`src/rsc_regs.vh`:
```
// Constants of the reset source controller: register offsets, fields,
// reset values and timing counts.
// Assumes a 10 MHz system clock and a byte-addressed register port.
`ifndef RSC_REGS_VH
`define RSC_REGS_VH

// ----------------------------------------------------------------------
// Register offsets (byte addresses)
// ----------------------------------------------------------------------
`define RSC_ADDR_W          8
`define RSC_OFS_SRST0       8'h00
`define RSC_OFS_SRST1       8'h04
`define RSC_OFS_SRST2       8'h08
`define RSC_OFS_SUPCTL      8'h0C
`define RSC_OFS_SYSREQ      8'h10
`define RSC_OFS_CAUSE       8'h14
`define RSC_OFS_WDLOAD      8'h18
`define RSC_OFS_WDVALUE     8'h1C
`define RSC_OFS_WDCTL       8'h20
`define RSC_OFS_WDICR       8'h24
`define RSC_OFS_STATUS      8'h28

// ----------------------------------------------------------------------
// Field positions
// ----------------------------------------------------------------------
`define RSC_SUP_EN          0
`define RSC_SUP_RSTSEL      1
`define RSC_SYSREQ_BIT      0
`define RSC_CAUSE_W         5
`define RSC_CAUSE_POR       0
`define RSC_CAUSE_EXT       1
`define RSC_CAUSE_DROP      2
`define RSC_CAUSE_WDT       3
`define RSC_CAUSE_SW        4
`define RSC_WDCTL_EN        0
`define RSC_WDCTL_RSTEN     1
`define RSC_WDICR_FLAG      0
`define RSC_ST_DROP_IRQ     0
`define RSC_ST_CORE_RUN     1
`define RSC_ST_TAP_RUN      2

// ----------------------------------------------------------------------
// Reset values
// ----------------------------------------------------------------------
`define RSC_ZERO32          32'h0000_0000
`define RSC_ONES32          32'hFFFF_FFFF
`define RSC_WDLOAD_RST      32'hFFFF_FFFF
`define RSC_SUPCTL_RST      2'h0
`define RSC_WDCTL_RST       2'h0
`define RSC_CAUSE_RST       5'h00

// ----------------------------------------------------------------------
// Timing
// ----------------------------------------------------------------------
`define RSC_CLK_PERIOD_NS   100
`define RSC_PULSE_NS        800
`define RSC_PULSE_CYC       ((`RSC_PULSE_NS + `RSC_CLK_PERIOD_NS - 1) / `RSC_CLK_PERIOD_NS)
`define RSC_PULSE_CW        4

// ----------------------------------------------------------------------
// Boot fetch states
// ----------------------------------------------------------------------
`define RSC_BOOT_W          3
`define RSC_FETCH_SP        2'h0
`define RSC_FETCH_PC        2'h1
`define RSC_FETCH_INSN      2'h2

`endif

```
`src/rsc_reset_ctrl.v`:
```
// Reset source controller: combines power-on, pin, supply-drop, software
// and watchdog resets into core, peripheral and test-port resets, then
// steps the boot fetch sequence.
// Assumes a 10 MHz clock that runs through reset and a simple strobe bus.
//
// Strobed register access and the register offsets were decided locally.
`timescale 1ns/10ps
`include "rsc_regs.vh"

module rsc_reset_ctrl (
    // Clock and block reset
    input  wire                     i_clk_sys,
    input  wire                     i_resetn,
    // Reset sources
    input  wire                     i_por_active,
    input  wire                     i_ext_rst_n,
    input  wire                     i_supply_low,
    // Register port
    input  wire [`RSC_ADDR_W-1:0]   i_addr,
    input  wire [31:0]              i_wdata,
    input  wire                     i_wr,
    input  wire                     i_rd,
    output reg  [31:0]              o_rdata,
    // Resets out
    output wire                     o_core_rst_n,
    output wire                     o_tap_rst_n,
    output reg  [95:0]              o_periph_rst_n,
    // Boot fetch sequence
    output reg                      o_fetch_valid,
    output reg  [1:0]               o_fetch_kind,
    output reg                      o_cpu_run,
    // Event outputs
    output reg                      o_supply_drop_irq,
    output reg                      o_wdt_irq
);

    // ------------------------------------------------------------------
    // Boot states
    // ------------------------------------------------------------------
    localparam [2:0] ST_HOLD = 3'd0;
    localparam [2:0] ST_SP   = 3'd1;
    localparam [2:0] ST_PC   = 3'd2;
    localparam [2:0] ST_INSN = 3'd3;
    localparam [2:0] ST_RUN  = 3'd4;

    function hit;
        input [`RSC_ADDR_W-1:0] addr;
        input [`RSC_ADDR_W-1:0] ofs;
        begin
            hit = (addr == ofs);
        end
    endfunction

    // ------------------------------------------------------------------
    // Pin synchronisers
    // ------------------------------------------------------------------
    reg        por_s1_ff, por_s2_ff;
    reg        ext_s1_ff, ext_s2_ff;
    reg        low_s1_ff, low_s2_ff;

    always @(posedge i_clk_sys) begin
        por_s1_ff <= i_por_active;
        por_s2_ff <= por_s1_ff;
        ext_s1_ff <= i_ext_rst_n;
        ext_s2_ff <= ext_s1_ff;
        low_s1_ff <= i_supply_low;
        low_s2_ff <= low_s1_ff;
    end

    // ------------------------------------------------------------------
    // Power-on tracking
    // ------------------------------------------------------------------
    reg        por_done_ff;
    reg        por_prev_ff;
    reg        ext_prev_ff;
    wire       por_gate;
    wire       por_sync_act;

    // Only the synchronised detector is read, as for the other pins
    assign por_gate     = por_sync_act;
    assign por_sync_act = por_s2_ff & ~por_done_ff;

    always @(posedge i_clk_sys) begin
        if (!i_resetn) begin
            por_done_ff <= 1'b0;
            por_prev_ff <= 1'b0;
            ext_prev_ff <= 1'b1;
        end else begin
            por_prev_ff <= por_sync_act;
            ext_prev_ff <= ext_s2_ff;
            if (por_prev_ff && !por_sync_act)
                por_done_ff <= 1'b1;
        end
    end

    // ------------------------------------------------------------------
    // Control registers
    // ------------------------------------------------------------------
    reg  [31:0]               srst0_ff, srst1_ff, srst2_ff;
    reg  [1:0]                supctl_ff;
    reg  [`RSC_CAUSE_W-1:0]   cause_ff;
    reg  [31:0]               wdload_ff;
    reg  [31:0]               wdcnt_ff;
    reg  [1:0]                wdctl_ff;
    reg                       wdflag_ff;
    reg  [`RSC_PULSE_CW-1:0]  pulse_cnt_ff;
    reg                       drop_hold_ff;
    reg                       core_s1_ff, core_rst_n_ff;
    reg                       tap_s1_ff, tap_rst_n_ff;
    reg  [2:0]                boot_ff;
    reg  [2:0]                nxt_boot;

    localparam [31:0] PULSE_LOAD = `RSC_PULSE_CYC;

    wire       soft_rst;
    wire       wr_sysreq;
    wire       wd_zero;
    wire       wd_fire;
    wire       drop_rst_cond;
    wire       rst_raw;

    // Software-owned state follows the combined internal reset
    assign soft_rst  = !i_resetn || !core_rst_n_ff;
    assign wr_sysreq = i_wr && hit(i_addr, `RSC_OFS_SYSREQ) &&
                       i_wdata[`RSC_SYSREQ_BIT];
    assign wd_zero   = (wdcnt_ff == `RSC_ZERO32);
    assign wd_fire   = wdctl_ff[`RSC_WDCTL_EN] && wd_zero && wdflag_ff &&
                       wdctl_ff[`RSC_WDCTL_RSTEN];
    assign drop_rst_cond = supctl_ff[`RSC_SUP_EN] &&
                           supctl_ff[`RSC_SUP_RSTSEL] && low_s2_ff;

    always @(posedge i_clk_sys) begin
        if (soft_rst) begin
            srst0_ff  <= `RSC_ZERO32;
            srst1_ff  <= `RSC_ZERO32;
            srst2_ff  <= `RSC_ZERO32;
            supctl_ff <= `RSC_SUPCTL_RST;
        end else if (i_wr) begin
            if (hit(i_addr, `RSC_OFS_SRST0))
                srst0_ff <= i_wdata;
            if (hit(i_addr, `RSC_OFS_SRST1))
                srst1_ff <= i_wdata;
            if (hit(i_addr, `RSC_OFS_SRST2))
                srst2_ff <= i_wdata;
            if (hit(i_addr, `RSC_OFS_SUPCTL))
                supctl_ff <= i_wdata[1:0];
        end
    end

    // ------------------------------------------------------------------
    // Supply-drop response
    // ------------------------------------------------------------------
    always @(posedge i_clk_sys) begin
        if (!i_resetn) begin
            drop_hold_ff      <= 1'b0;
            o_supply_drop_irq <= 1'b0;
        end else begin
            // Hold survives the reset it causes, released on recovery
            if (drop_rst_cond)
                drop_hold_ff <= 1'b1;
            else if (!low_s2_ff)
                drop_hold_ff <= 1'b0;
            o_supply_drop_irq <= supctl_ff[`RSC_SUP_EN] &&
                                 !supctl_ff[`RSC_SUP_RSTSEL] &&
                                 low_s2_ff;
        end
    end

    // ------------------------------------------------------------------
    // Watchdog
    // ------------------------------------------------------------------
    always @(posedge i_clk_sys) begin
        if (soft_rst) begin
            wdload_ff <= `RSC_WDLOAD_RST;
            wdcnt_ff  <= `RSC_WDLOAD_RST;
            wdctl_ff  <= `RSC_WDCTL_RST;
            wdflag_ff <= 1'b0;
        end else begin
            if (i_wr && hit(i_addr, `RSC_OFS_WDCTL))
                wdctl_ff <= i_wdata[1:0];
            if (i_wr && hit(i_addr, `RSC_OFS_WDLOAD)) begin
                wdload_ff <= i_wdata;
                wdcnt_ff  <= i_wdata;
            end else if (wdctl_ff[`RSC_WDCTL_EN]) begin
                if (wd_zero)
                    wdcnt_ff <= wdload_ff;
                else
                    wdcnt_ff <= wdcnt_ff - 32'h0000_0001;
            end
            // A time-out in the clearing cycle keeps the flag set
            if (wdctl_ff[`RSC_WDCTL_EN] && wd_zero)
                wdflag_ff <= 1'b1;
            else if (i_wr && hit(i_addr, `RSC_OFS_WDICR))
                wdflag_ff <= 1'b0;
        end
    end

    always @(posedge i_clk_sys) begin
        if (soft_rst)
            o_wdt_irq <= 1'b0;
        else
            o_wdt_irq <= wdflag_ff;
    end

    // ------------------------------------------------------------------
    // Reset pulse for software and watchdog requests
    // ------------------------------------------------------------------
    always @(posedge i_clk_sys) begin
        if (!i_resetn)
            pulse_cnt_ff <= {`RSC_PULSE_CW{1'b0}};
        else if (wr_sysreq || wd_fire)
            pulse_cnt_ff <= PULSE_LOAD[`RSC_PULSE_CW-1:0];
        else if (pulse_cnt_ff != {`RSC_PULSE_CW{1'b0}})
            pulse_cnt_ff <= pulse_cnt_ff - 4'h1;
    end

    // ------------------------------------------------------------------
    // Combined reset, asynchronous assert and clocked release
    // ------------------------------------------------------------------
    assign rst_raw = !i_resetn || por_gate || !ext_s2_ff ||
                     drop_hold_ff ||
                     (pulse_cnt_ff != {`RSC_PULSE_CW{1'b0}});

    always @(posedge i_clk_sys or posedge rst_raw) begin
        if (rst_raw) begin
            core_s1_ff    <= 1'b0;
            core_rst_n_ff <= 1'b0;
        end else begin
            core_s1_ff    <= 1'b1;
            core_rst_n_ff <= core_s1_ff;
        end
    end

    // Test-access reset follows power-on only
    wire tap_raw;
    assign tap_raw = !i_resetn || por_gate;

    always @(posedge i_clk_sys or posedge tap_raw) begin
        if (tap_raw) begin
            tap_s1_ff    <= 1'b0;
            tap_rst_n_ff <= 1'b0;
        end else begin
            tap_s1_ff    <= 1'b1;
            tap_rst_n_ff <= tap_s1_ff;
        end
    end

    assign o_core_rst_n = core_rst_n_ff;
    assign o_tap_rst_n  = tap_rst_n_ff;

    // ------------------------------------------------------------------
    // Peripheral resets, one line per unit covering all its clocks
    // ------------------------------------------------------------------
    always @(posedge i_clk_sys) begin
        if (soft_rst)
            o_periph_rst_n <= {96{1'b0}};
        else
            o_periph_rst_n <= ~{srst2_ff, srst1_ff, srst0_ff};
    end

    // ------------------------------------------------------------------
    // Reset cause flags
    // ------------------------------------------------------------------
    reg [`RSC_CAUSE_W-1:0] nxt_cause;
    reg [`RSC_CAUSE_W-1:0] cause_set;

    always @* begin
        cause_set = `RSC_CAUSE_RST;
        cause_set[`RSC_CAUSE_DROP] = drop_rst_cond && !drop_hold_ff;
        cause_set[`RSC_CAUSE_WDT]  = wd_fire;
        cause_set[`RSC_CAUSE_SW]   = wr_sysreq;
        nxt_cause = cause_ff;
        if (i_wr && hit(i_addr, `RSC_OFS_CAUSE))
            nxt_cause = cause_ff & ~i_wdata[`RSC_CAUSE_W-1:0];
        nxt_cause = nxt_cause | cause_set;
        if (por_sync_act && !por_prev_ff) begin
            nxt_cause = `RSC_CAUSE_RST;
            nxt_cause[`RSC_CAUSE_POR] = 1'b1;
        end else if (!ext_s2_ff && ext_prev_ff) begin
            nxt_cause = `RSC_CAUSE_RST;
            nxt_cause[`RSC_CAUSE_EXT] = 1'b1;
        end
    end

    always @(posedge i_clk_sys) begin
        if (!i_resetn)
            cause_ff <= `RSC_CAUSE_RST;
        else
            cause_ff <= nxt_cause;
    end

    // ------------------------------------------------------------------
    // Boot fetch sequencer
    // ------------------------------------------------------------------
    always @* begin
        case (boot_ff)
            ST_HOLD: nxt_boot = ST_SP;
            ST_SP:   nxt_boot = ST_PC;
            ST_PC:   nxt_boot = ST_INSN;
            ST_INSN: nxt_boot = ST_RUN;
            ST_RUN:  nxt_boot = ST_RUN;
            default: nxt_boot = ST_HOLD;
        endcase
    end

    always @(posedge i_clk_sys) begin
        if (soft_rst) begin
            boot_ff       <= ST_HOLD;
            o_fetch_valid <= 1'b0;
            o_fetch_kind  <= `RSC_FETCH_SP;
            o_cpu_run     <= 1'b0;
        end else begin
            boot_ff       <= nxt_boot;
            o_fetch_valid <= (nxt_boot == ST_SP) || (nxt_boot == ST_PC) ||
                             (nxt_boot == ST_INSN);
            o_cpu_run     <= (nxt_boot == ST_RUN);
            case (nxt_boot)
                ST_PC:   o_fetch_kind <= `RSC_FETCH_PC;
                ST_INSN: o_fetch_kind <= `RSC_FETCH_INSN;
                default: o_fetch_kind <= `RSC_FETCH_SP;
            endcase
        end
    end

    // ------------------------------------------------------------------
    // Read port
    // ------------------------------------------------------------------
    reg [31:0] nxt_rdata;

    always @* begin
        nxt_rdata = `RSC_ZERO32;
        case (i_addr)
            `RSC_OFS_SRST0:   nxt_rdata = srst0_ff;
            `RSC_OFS_SRST1:   nxt_rdata = srst1_ff;
            `RSC_OFS_SRST2:   nxt_rdata = srst2_ff;
            `RSC_OFS_SUPCTL:  nxt_rdata[1:0] = supctl_ff;
            `RSC_OFS_CAUSE:   nxt_rdata[`RSC_CAUSE_W-1:0] = cause_ff;
            `RSC_OFS_WDLOAD:  nxt_rdata = wdload_ff;
            `RSC_OFS_WDVALUE: nxt_rdata = wdcnt_ff;
            `RSC_OFS_WDCTL:   nxt_rdata[1:0] = wdctl_ff;
            `RSC_OFS_WDICR:   nxt_rdata[`RSC_WDICR_FLAG] = wdflag_ff;
            `RSC_OFS_STATUS: begin
                nxt_rdata[`RSC_ST_DROP_IRQ] = o_supply_drop_irq;
                nxt_rdata[`RSC_ST_CORE_RUN] = o_cpu_run;
                nxt_rdata[`RSC_ST_TAP_RUN]  = tap_rst_n_ff;
            end
            default:          nxt_rdata = `RSC_ZERO32;
        endcase
    end

    always @(posedge i_clk_sys) begin
        if (!i_resetn)
            o_rdata <= `RSC_ZERO32;
        else if (i_rd)
            o_rdata <= nxt_rdata;
        else
            o_rdata <= `RSC_ZERO32;
    end

endmodule

```
`config.mk`:
```
export PLATFORM = sky130hd
export DESIGN_NAME = rsc_reset_ctrl
export DESIGN_NICKNAME = d
export VERILOG_FILES = /design/src/rsc_reset_ctrl.v
export VERILOG_INCLUDE_DIRS = /design/src
export SDC_FILE = /design/constraint.sdc
export NUM_CORES = 1
export LEC_CHECK = 0
export BUFFER_PORTS_ARGS = -buffer_cell sky130_fd_sc_hd__buf_4
export CAP_MARGIN = 20
export CORE_ASPECT_RATIO = 0.75
export CORE_UTILIZATION = 56
export CTS_CLUSTER_SIZE = 30
export DETAILED_ROUTE_END_ITERATION = 16
export MAX_ROUTING_LAYER = met4
export PLACE_DENSITY = 0.79
export SYNTH_ARGS = -nofsm -noshare
export SYNTH_HDL_FRONTEND = slang
export SYNTH_SLANG_ARGS = --single-unit
```
`constraint.sdc`:
```
create_clock -name i_clk_sys -period 1.04 [get_ports i_clk_sys]
set_input_delay 0.052 -clock i_clk_sys [delete_from_list [all_inputs] [get_ports i_clk_sys]]
set_output_delay 0.052 -clock i_clk_sys [all_outputs]
set_load 0.01 [all_outputs]
```
==> results of run 1 <==
==> synthesized netlist by cell type (all sizes together) (10+ instances only) <==
cell type	n
a221o	10
buf	15
a21bo	10
dfxtp	321
nand2	304
nand3	12
a22oi	33
nor2	149
nor3	22
xor2	12
nor4	16
a222oi	31
o311ai	13
clkbuf	85
a21oi	165
a22o	11
xnor2	13
==> metrics by stage <==
stage / cells / hold WS [ps] / util / setup TNS [ps]
2_1_floorplan: 1345 / 79.7 / - / -107910
3_3_place_gp: 1900 / 158 / 0.747 / -156410
3_5_place_dp: 1900 / 159 / 0.747 / -163610
4_1_cts: 2084 / -78.4 / 0.947 / -114240
==> what timing repair did <==
action                                 CTS
endpoints found under the hold margin  178
gates cloned                            30
hold buffers                            40
gates resized for setup                465
setup endpoints to repair              378
setup buffers                           65
pin swaps                               66
==> cells by family after synthesis <==
kind of cell / share of synthesized area
compound gates: 0.177
flops: 0.553
other cells: 0.000318
xor+xnor: 0.0185
fa+ha+maj: 0.00424
mux: 0.00859
simple gates: 0.201
buf+inv: 0.0370
==> load_flow_metrics.sql, run 1 <==
INSERT INTO impl_metrics (metric_group, metric, value, unit) VALUES
('yosys', 'synth_seq_cells', '325', ''),
('yosys', 'synth.largest_area_cell', 'dfxtp_1', ''),
('place', 'dpl_cell_area', '15300', 'µm²'),
('die', 'die_y', '128', 'µm'),
('place', 'routabilityCongestion', '0.948', ''),
('place', 'dpl.hpwl', '24500', 'µm'),
('yosys', 'yosys.area.top_type_share', '0.544', ''),
('status', 'status', 'did not finish', ''),
('die', 'num_rows', '45', ''),
('yosys', 'yosysWarnings', '0', ''),
('yosys', 'count_of_flip_flops_with_a_built_in_enable_after_synthesis', '0', ''),
('yosys', 'yosys.cell_types.count', '60', ''),
('status', 'toolErrorMsg', '[ERROR DPL-0038] Utilization greater than 100%, impossible to legalize', ''),
('clock_network', 'ctsLongestPathBuffers', '3', ''),
('die', 'fp.dieW', '170', 'µm'),
('timing', 'worst_endpoint_kind', 'register data pin', ''),
('timing', 'grt-worst-endpoint', 'pulse_cnt_ff[0]$_SDFFE_PP0P_/D', ''),
('yosys', 'synthFlopType', 'dfxtp_1', ''),
('clock_network', 'cts_max_level', '1', ''),
('die', 'boundaryPins', '183', ''),
('yosys', 'ys_top_cells_by_area', 'dfxtp_1 54%, nand2_1 9.7%, a21oi_1 7.0%', ''),
('clock_network', 'cts-buffers-inserted', '29', ''),
('status', 'stop_stage', 'global routing (5_1_grt)', ''),
('die', 'initial_utilization', '0.578', ''),
('clock_network', 'clk_root_buffer_cell', 'clkbuf_16', ''),
('yosys', 'synthesis.area_per_instance', '8.78', 'µm²'),
('grt', 'grt_max_degree', '27', ''),
('place', 'place_worst_setup_slack', '-1480', 'ps'),
('clock_network', 'numClockSinks', '325', ''),
('yosys', 'synthCells', '1344', ''),
('place', 'port_buffer_count', '182', ''),
('yosys', 'mappedNetlistArea', '11800', 'µm²'),
('yosys', 'synthArstFlopShare', '0.0123', ''),
('yosys', 'synth_sequential_area_ratio', '0.553', '');
==> run 2: changes to the inputs <==
--- a/config.mk
+++ b/config.mk
@@ -8,12 +8,9 @@
 export LEC_CHECK = 0
 export BUFFER_PORTS_ARGS = -buffer_cell sky130_fd_sc_hd__buf_4
 export CAP_MARGIN = 20
-export CORE_ASPECT_RATIO = 0.75
-export CORE_UTILIZATION = 56
-export CTS_CLUSTER_SIZE = 30
+export CORE_UTILIZATION = 40
 export DETAILED_ROUTE_END_ITERATION = 16
-export MAX_ROUTING_LAYER = met4
-export PLACE_DENSITY = 0.79
+export PLACE_DENSITY_LB_ADDON = 0.15
 export SYNTH_ARGS = -nofsm -noshare
 export SYNTH_HDL_FRONTEND = slang
 export SYNTH_SLANG_ARGS = --single-unit
==> run 2 against run 1 <==
Against the previous run:
- the flow now finishes, with violations (hold timing, setup timing)
- synthesized cell count unchanged
- area after synthesis unchanged
==> load_flow_metrics.sql, run 2 <==
INSERT INTO impl_metrics (metric_group, metric, value, unit) VALUES
('power_and_ir_drop', 'total_power', '29.0', 'mW'),
('yosys', 'yosys.cell_types.count', '60', ''),
('yosys', 'post-synth-top-count-cell', 'dfxtp_1', ''),
('die', 'initial_utilization', '0.409', ''),
('grt', 'grt_use_total', '0.257', ''),
('clock_network', 'clock_insertion_delay_worst_skew', '520', 'ps'),
('drt', 'post_drt_via_cell_ratio', '5.46', ''),
('die', 'boundaryPins', '183', ''),
('timing', 'worst_hold_slack', '-44.5', 'ps'),
('grt', 'grt_pass1_vias', '11500', ''),
('yosys', 'yosys.area.top_type_share', '0.544', ''),
('yosys', 'synth.largest_area_cell', 'dfxtp_1', ''),
('status', 'violations_in_the_final_reports', 'hold timing, setup timing', ''),
('timing', 'setup_repair_after_global_routing_missed_its_margin', 'true', ''),
('timing', 'final_min_period_over_clock_period', '2.39', ''),
('yosys', 'mappedNetlistArea', '11800', 'µm²'),
('critical_path', 'worst_r2r_startpoint', 'wdcnt_ff[7]', ''),
('status', 'status', 'finished with violations', ''),
('critical_path', 'setup.worst_path.start', 'wdcnt_ff[7]', ''),
('grt', 'initial_antenna_violation_count', '2', ''),
('critical_path', 'ff2ff_path_depth', '6', ''),
('power_and_ir_drop', 'static-leakage-power', '8.12', 'nW'),
('layout', 'area.growth.synth_to_final', '72.9', '%'),
('yosys', 'netlist_top_cells_count', '321 x dfxtp_1, 304 x nand2_1, 165 x a21oi_1', ''),
('drt', 'drt-wirelength-per-cell', '19.6', 'µm'),
('layout', 'mostFrequentLayoutCell', 'buf_4', ''),
('layout', 'final-instance-count-excl-fill', '2214', ''),
('place', 'routabilityCongestion', '0.883', ''),
('grt', 'grt_max_degree', '37', ''),
('die', 'die_area', '30200', 'µm²'),
('grt', 'grt_pass1_wl', '61800', 'µm'),
('drt', 'detail-route-antenna-nets', '0', ''),
('die', 'core_region_area', '28900', 'µm²'),
('layout', 'post_route_design_area', '20400', 'µm²'),
('place', 'dpl_cell_area', '15400', 'µm²'),
('critical_path', 'timing.setup.critical_path_class', 'reg -> reg', ''),
('clock_network', 'cts_max_level', '2', ''),
('clock_network', 'cts_tree', 'built', ''),
('place', 'port_buffer_count', '182', ''),
('layout', 'largest_register', 'o_periph_rst_n', ''),
('timing', 'setup_ws', '-1440', 'ps'),
('layout', 'final_cell_mix', '308 x buf_4, 285 x dfxtp_1, 276 x nand2_1', ''),
('clock_network', 'post_cts_hold_buffer_count', '37', ''),
('critical_path', 'worstPathMaxFanout', '10', ''),
('worst_hold_path', 'min_delay_path_depth', '3', ''),
('power_and_ir_drop', 'worst_ir_drop_vdd', '0.00131', 'V'),
('clock_network', 'ctsLongestPathBuffers', '3', ''),
('critical_path', 'critical_path.reg2reg.endpoint', 'pulse_cnt_ff[3]', ''),
('layout', 'fillcell_total', '2076', ''),
('timing', 'finalHoldViolations', '5', ''),
('grt', 'globalRouteOverflowTotal', '0', ''),
('place', 'dpl.hpwl', '24900', 'µm'),
('layout', 'fin_nets', '1857', ''),
('timing', 'relSlewSlack', '0.448', ''),
('yosys', 'synthFlopType', 'dfxtp_1', ''),
('timing', 'tightestPinTransition', '827', 'ps'),
('yosys', 'synth_seq_cells', '325', ''),
('critical_path', 'r2r_setup_slack', '-1440', 'ps'),
('worst_hold_path', 'timing.hold.worst_endpoint', 'srst0_ff[24]', ''),
('drt', 'vias', '12100', ''),
('yosys', 'yosysWarnings', '0', ''),
('yosys', 'synth_sequential_area_ratio', '0.553', ''),
('yosys', 'synthArstFlopShare', '0.0123', ''),
('layout', 'drive_gt1_frac', '0.498', ''),
('timing', 'timing.fmax', '403', 'MHz'),
('drt', 'routed_wl', '43400', 'µm'),
('critical_path', 'critical_path.startpoint_type', 'flop', ''),
('place', 'place_worst_setup_slack', '-1450', 'ps'),
('drt', 'drc_errors', '0', ''),
('yosys', 'ys_top_cells_by_area', 'dfxtp_1 54%, nand2_1 9.7%, a21oi_1 7.0%', ''),
('clock_network', 'cts-buffers-inserted', '35', ''),
('yosys', 'count_of_flip_flops_with_a_built_in_enable_after_synthesis', '0', ''),
('worst_hold_path', 'hold_start', 'i_resetn', ''),
('layout', 'largest_reg_flops', '96', ''),
('die', 'die_y', '174', 'µm'),
('clock_network', 'clk_root_buffer_cell', 'clkbuf_16', ''),
('yosys', 'synthCells', '1344', ''),
('critical_path', 'critical_path_end_type', 'flop', ''),
('timing', 'setup_viol', '291', ''),
('worst_hold_path', 'hp-class', 'in -> reg', ''),
('timing', 'drv_slew', '0', ''),
('drt', 'initialDrtViolationCount', '1031', ''),
('power_and_ir_drop', 'p_per_area', '1420', 'nW/µm²'),
('clock_network', 'path_clk_slew', '60', 'ps'),
('layout', 'insertedDiodeCount', '0', ''),
('clock_network', 'numClockSinks', '325', ''),
('drt', 'detailedRoute.firstPassIterationCount', '6', ''),
('critical_path', 'timing.critical_path.arrival', '2910', 'ps'),
('layout', 'layout.core_utilization', '0.707', ''),
('flow_run', 'max_cap_viols', '0', ''),
('yosys', 'synthesis.area_per_instance', '8.78', 'µm²'),
('place', 'dpl.cell_count', '2003', ''),
('die', 'num_rows', '62', ''),
('timing', 'timing.final.crit_period', '2480', 'ps'),
('timing', 'fin_worst_skew', '16.5', 'ps'),
('critical_path', 'worst_ep_required_time', '1470', 'ps'),
('die', 'fp.dieW', '174', 'µm');
==> run 2: cell counts after synthesis <==
Identical to the previous run, type by type.
==> run 2: metal layers <==
layer  up-vias  routed length (µm)  part of all wire  GRT usage
li1       5608                   -                 -          -
met1      5864               17900              0.41      0.326
met2       504               21100              0.49      0.433
met3       112                2640             0.061     0.0412
met4         2                1740             0.040      0.110
met5         -                  11           0.00025          0
==> run 2: through the flow <==
stage,TNS (ps),hold WS (ps)
after floorplan,-107910,79.7
after global placement,-165340,158
after detailed placement,-169230,158
after CTS,-88910,-67.2
after global routing,-112740,-43.2
final,-102810,-44.5
==> run 2: worst max path at each step <==
stage | to | cells after the start
floorplan | wdcnt_ff[31] | 6
global placement | wdcnt_ff[6] | 6
detailed placement | wdcnt_ff[16] | 6
CTS | wdcnt_ff[6] | 6
global route | pulse_cnt_ff[1] | 6
finish | pulse_cnt_ff[3] | 6
==> run 2: layout make-up <==
class,instances,area (µm²),area share
sequential,325,6580,0.323
clock buffer,45,996,0.0488
inverter,9,33.8,0.00166
tap,384,480,0.0235
timing repair buffer,522,5490,0.269
clock inverter,16,218,0.0107
multi-input combinational,913,6600,0.324
==> run 2: power by group <==
part | leakage [nW] | internal, mW | switching [mW]
logic | 4.86 | 1.58 | 1.40
registers | 2.66 | 12.8 | 0.152
clock network | 0.596 | 8.02 | 5.13
==> run 2: repair_timing <==
item / in CTS / in global routing
gates cloned: 17 / 16
resized for setup: 183 / 403
endpoints found under the setup margin: 293 / 317
buffers inserted: 44 / 53
pin swaps: 17 / 101
endpoints found under the hold margin: 169 / 6
==> run 2: kinds of logic (layout without fill, tap and decap cells) <==
family / count (synthesis) / after routing / share of synthesized area
other: 1 / 2 / 0.000318
muxes: 10 / 10 / 0.00859
DFF: 325 / 325 / 0.553
adders and majority gates: 4 / 4 / 0.00424
AOI/OAI and AO/OA: 313 / 313 / 0.177
and+or+nand+nor: 557 / 559 / 0.201
xor gates and xnor gates: 25 / 25 / 0.0185
buffers and inverters: 109 / 592 / 0.0370
==> run 2: critical path, stage by stage, from the launching register on <==
cell     delay [ps]
dfxtp_1         310
or4_4           550
or4_4           560
or3_4           420
buf_12          160
or2_1           240
a31oi_1         160
Note: power is estimated with default switching activity, not from simulation.
==> run 3: changes to the inputs <==
--- a/config.mk
+++ b/config.mk
@@ -8,6 +8,7 @@
 export LEC_CHECK = 0
 export BUFFER_PORTS_ARGS = -buffer_cell sky130_fd_sc_hd__buf_4
 export CAP_MARGIN = 20
+export CORE_ASPECT_RATIO = 0.5
 export CORE_UTILIZATION = 40
 export DETAILED_ROUTE_END_ITERATION = 16
 export PLACE_DENSITY_LB_ADDON = 0.15
==> run 3 against run 2 <==
Against the previous run:
- the run still ends with hold timing, setup timing left
- clock power fell by 14%
- power fell by 5.9%
- final cell count fell by 0.95%
- worst hold slack improved by 33 ps
- core utilization fell by 0.51 points
- global-route usage rose by 0.39 points
- via count fell by 0.77%
- first-iteration DRC count rose by 41%
- sequential share of layout area rose by 0.76 points
==> load_flow_metrics.sql, run 3 (same netlist as run 2, synthesis figures left out) <==
INSERT INTO impl_metrics (metric_group, metric, value, unit) VALUES
('status', 'status', 'finished with violations', ''),
('status', 'violations_in_the_final_reports', 'hold timing, setup timing', ''),
('drt', 'detailedRoute.firstPassIterationCount', '9', ''),
('critical_path', 'worstPathMaxFanout', '8', ''),
('drt', 'initialDrtViolationCount', '1458', ''),
('layout', 'largest_reg_flops', '96', ''),
('die', 'die_area', '30200', 'µm²'),
('layout', 'insertedDiodeCount', '0', ''),
('drt', 'vias', '12000', ''),
('critical_path', 'critical_path.max_stage_delay', '560', 'ps'),
('drt', 'post_drt_via_cell_ratio', '5.47', ''),
('layout', 'final-instance-count-excl-fill', '2193', ''),
('die', 'die_y', '123', 'µm'),
('critical_path', 'cp.depth', '6', ''),
('layout', 'area.growth.synth_to_final', '72.5', '%'),
('drt', 'detail-route-antenna-nets', '0', ''),
('critical_path', 'timing.critical_path.arrival', '2940', 'ps'),
('layout', 'post_route_design_area', '20400', 'µm²'),
('die', 'core_region_area', '29000', 'µm²'),
('grt', 'globalRouteOverflowTotal', '0', ''),
('power_and_ir_drop', 'worst_ir_drop_vdd', '0.00175', 'V'),
('place', 'routabilityCongestion', '0.901', ''),
('place', 'dpl.hpwl', '26600', 'µm'),
('drt', 'drt-wirelength-per-cell', '19.5', 'µm'),
('clock_network', 'clk_root_buffer_cell', 'clkbuf_16', ''),
('critical_path', 'critical_path_end_type', 'flop', ''),
('timing', 'final_min_period_over_clock_period', '2.38', ''),
('critical_path', 'critical_path.reg2reg.endpoint', 'wdcnt_ff[6]', ''),
('die', 'initial_utilization', '0.407', ''),
('grt', 'grt_max_degree', '27', ''),
('critical_path', 'worst_ep_required_time', '1510', 'ps'),
('timing', 'tightestPinTransition', '876', 'ps'),
('critical_path', 'critical_path.startpoint_type', 'flop', ''),
('layout', 'fin_nets', '1831', ''),
('place', 'dpl.cell_count', '2007', ''),
('layout', 'final_cell_mix', '294 x nand2_1, 208 x buf_6, 180 x buf_4', ''),
('die', 'num_rows', '44', ''),
('die', 'boundaryPins', '183', ''),
('critical_path', 'ff2ff_path_depth', '6', ''),
('timing', 'relSlewSlack', '0.416', ''),
('power_and_ir_drop', 'static-leakage-power', '7.91', 'nW'),
('critical_path', 'timing.setup.critical_path_class', 'reg -> reg', ''),
('timing', 'timing.final.crit_period', '2470', 'ps'),
('critical_path', 'worstPathCellList', 'or4_1, or4_4, or3_4, buf_12, and3_4, o311ai_2', ''),
('timing', 'fin_worst_skew', '12.0', 'ps'),
('critical_path', 'timing.critical_path.slowest_stage_cell', 'or4_4', ''),
('grt', 'grt_use_total', '0.261', ''),
('critical_path', 'setup.worst_path.end', 'wdcnt_ff[6]', ''),
('timing', 'drv_slew', '0', ''),
('drt', 'routed_wl', '42900', 'µm'),
('place', 'port_buffer_count', '182', ''),
('grt', 'grt_pass1_wl', '62200', 'µm'),
('power_and_ir_drop', 'total_power', '27.3', 'mW'),
('clock_network', 'clock_insertion_delay_worst_skew', '570', 'ps'),
('timing', 'timing.fmax', '404', 'MHz'),
('timing', 'setup_viol', '346', ''),
('place', 'dpl_cell_area', '15400', 'µm²'),
('timing', 'worst_hold_slack', '-11.2', 'ps'),
('layout', 'largest_register', 'o_periph_rst_n', ''),
('timing', 'setup_repair_after_global_routing_missed_its_margin', 'true', ''),
('timing', 'setup_ws', '-1430', 'ps'),
('clock_network', 'cts_tree', 'built', ''),
('flow_run', 'max_cap_viols', '0', ''),
('critical_path', 'worst_path_dominant_cell_family', 'simple AND/OR/NAND/NOR gates', ''),
('place', 'place_worst_setup_slack', '-1450', 'ps'),
('clock_network', 'post_cts_hold_buffer_count', '42', ''),
('clock_network', 'cts_max_level', '1', ''),
('critical_path', 'r2r_setup_slack', '-1430', 'ps'),
('clock_network', 'numClockSinks', '325', ''),
('clock_network', 'path_clk_slew', '70', 'ps'),
('grt', 'initial_antenna_violation_count', '1', ''),
('clock_network', 'cts-buffers-inserted', '29', ''),
('worst_hold_path', 'hp-class', 'in -> reg', ''),
('drt', 'drc_errors', '0', ''),
('layout', 'mostFrequentLayoutCell', 'nand2_1', ''),
('timing', 'finalHoldViolations', '4', ''),
('power_and_ir_drop', 'p_per_area', '1340', 'nW/µm²'),
('layout', 'drive_gt1_frac', '0.548', ''),
('critical_path', 'worst_r2r_startpoint', 'wdcnt_ff[13]', ''),
('die', 'fp.dieW', '245', 'µm'),
('critical_path', 'setup.worst_path.start', 'wdcnt_ff[13]', ''),
('clock_network', 'ctsLongestPathBuffers', '3', ''),
('critical_path', 'worst-path-buf-inv', '1', ''),
('grt', 'grt_pass1_vias', '11400', '');
## run 3: changes by cell type in the layout (fill, tap and decap cells not counted), moves of 12 or more
cell       change
buf_4        -128
buf_6        +124
clkbuf_16     -12
dfxtp_1      -120
dfxtp_2      +123
nand2_1       +18
nand2_4       -12
## run 3: stage by stage
step	TNS [ps]	util
global placement	-154990	0.531
finish	-115560	0.702
global route	-125890	0.702
detailed placement	-159820	0.531
CTS	-103310	0.656
floorplan	-107910	-
## run 3: per-layer routing
layer,part of all wire,vias up,routed length [µm],GRT usage
li1,-,5537,-,-
met1,0.45,5931,19200,0.372
met2,0.46,470,19700,0.417
met3,0.076,59,3260,0.0462
met4,0.015,0,656,0.0488
met5,0,-,0,0
## run 3: worst min-delay path by stage
stage	startpoint	end	slack [ps]	cells after the start
after detailed placement	i_supply_low	low_s1_ff	160	1
after global placement	i_supply_low	low_s1_ff	160	1
final	i_resetn	wdload_ff[19]	-10	4
after global routing	i_resetn	wdload_ff[19]	-20	4
after floorplan	i_ext_rst_n	ext_s1_ff	80	0
after CTS	i_resetn	wdload_ff[17]	-50	4
## run 3: timing repair
action,4_1_cts,5_1_grt
hold endpoints to repair,180,4
setup buffers,43,41
cloned,14,9
resized for setup,463,313
endpoints found under the setup margin,418,434
pin swaps,62,49
## run 3: worst register-to-register path, stage by stage, from the launching register on
cell and delay (ps):
dfxtp_2 320, or4_1 520, or4_4 560, or3_4 380, buf_12 170, and3_4 160, o311ai_2 270
## run 3: where the power goes
group	total, mW	leakage, nW	internal, mW	switching, mW
combinational	2.95	4.71	1.59	1.36
clock	11.4	0.494	6.53	4.89
sequential	13.0	2.70	12.8	0.172
total	27.3	7.91	20.9	6.42
## run 3: final cells by class
class / count / area (µm²)
Clock buffer: 44 / 872
Clock inverter: 9 / 133
Fill cell: 2036 / 8640
Inverter: 9 / 33.8
Multi-Input combinational cell: 913 / 6570
Sequential cell: 325 / 6730
Tap cell: 391 / 489
Timing Repair Buffer: 502 / 5540
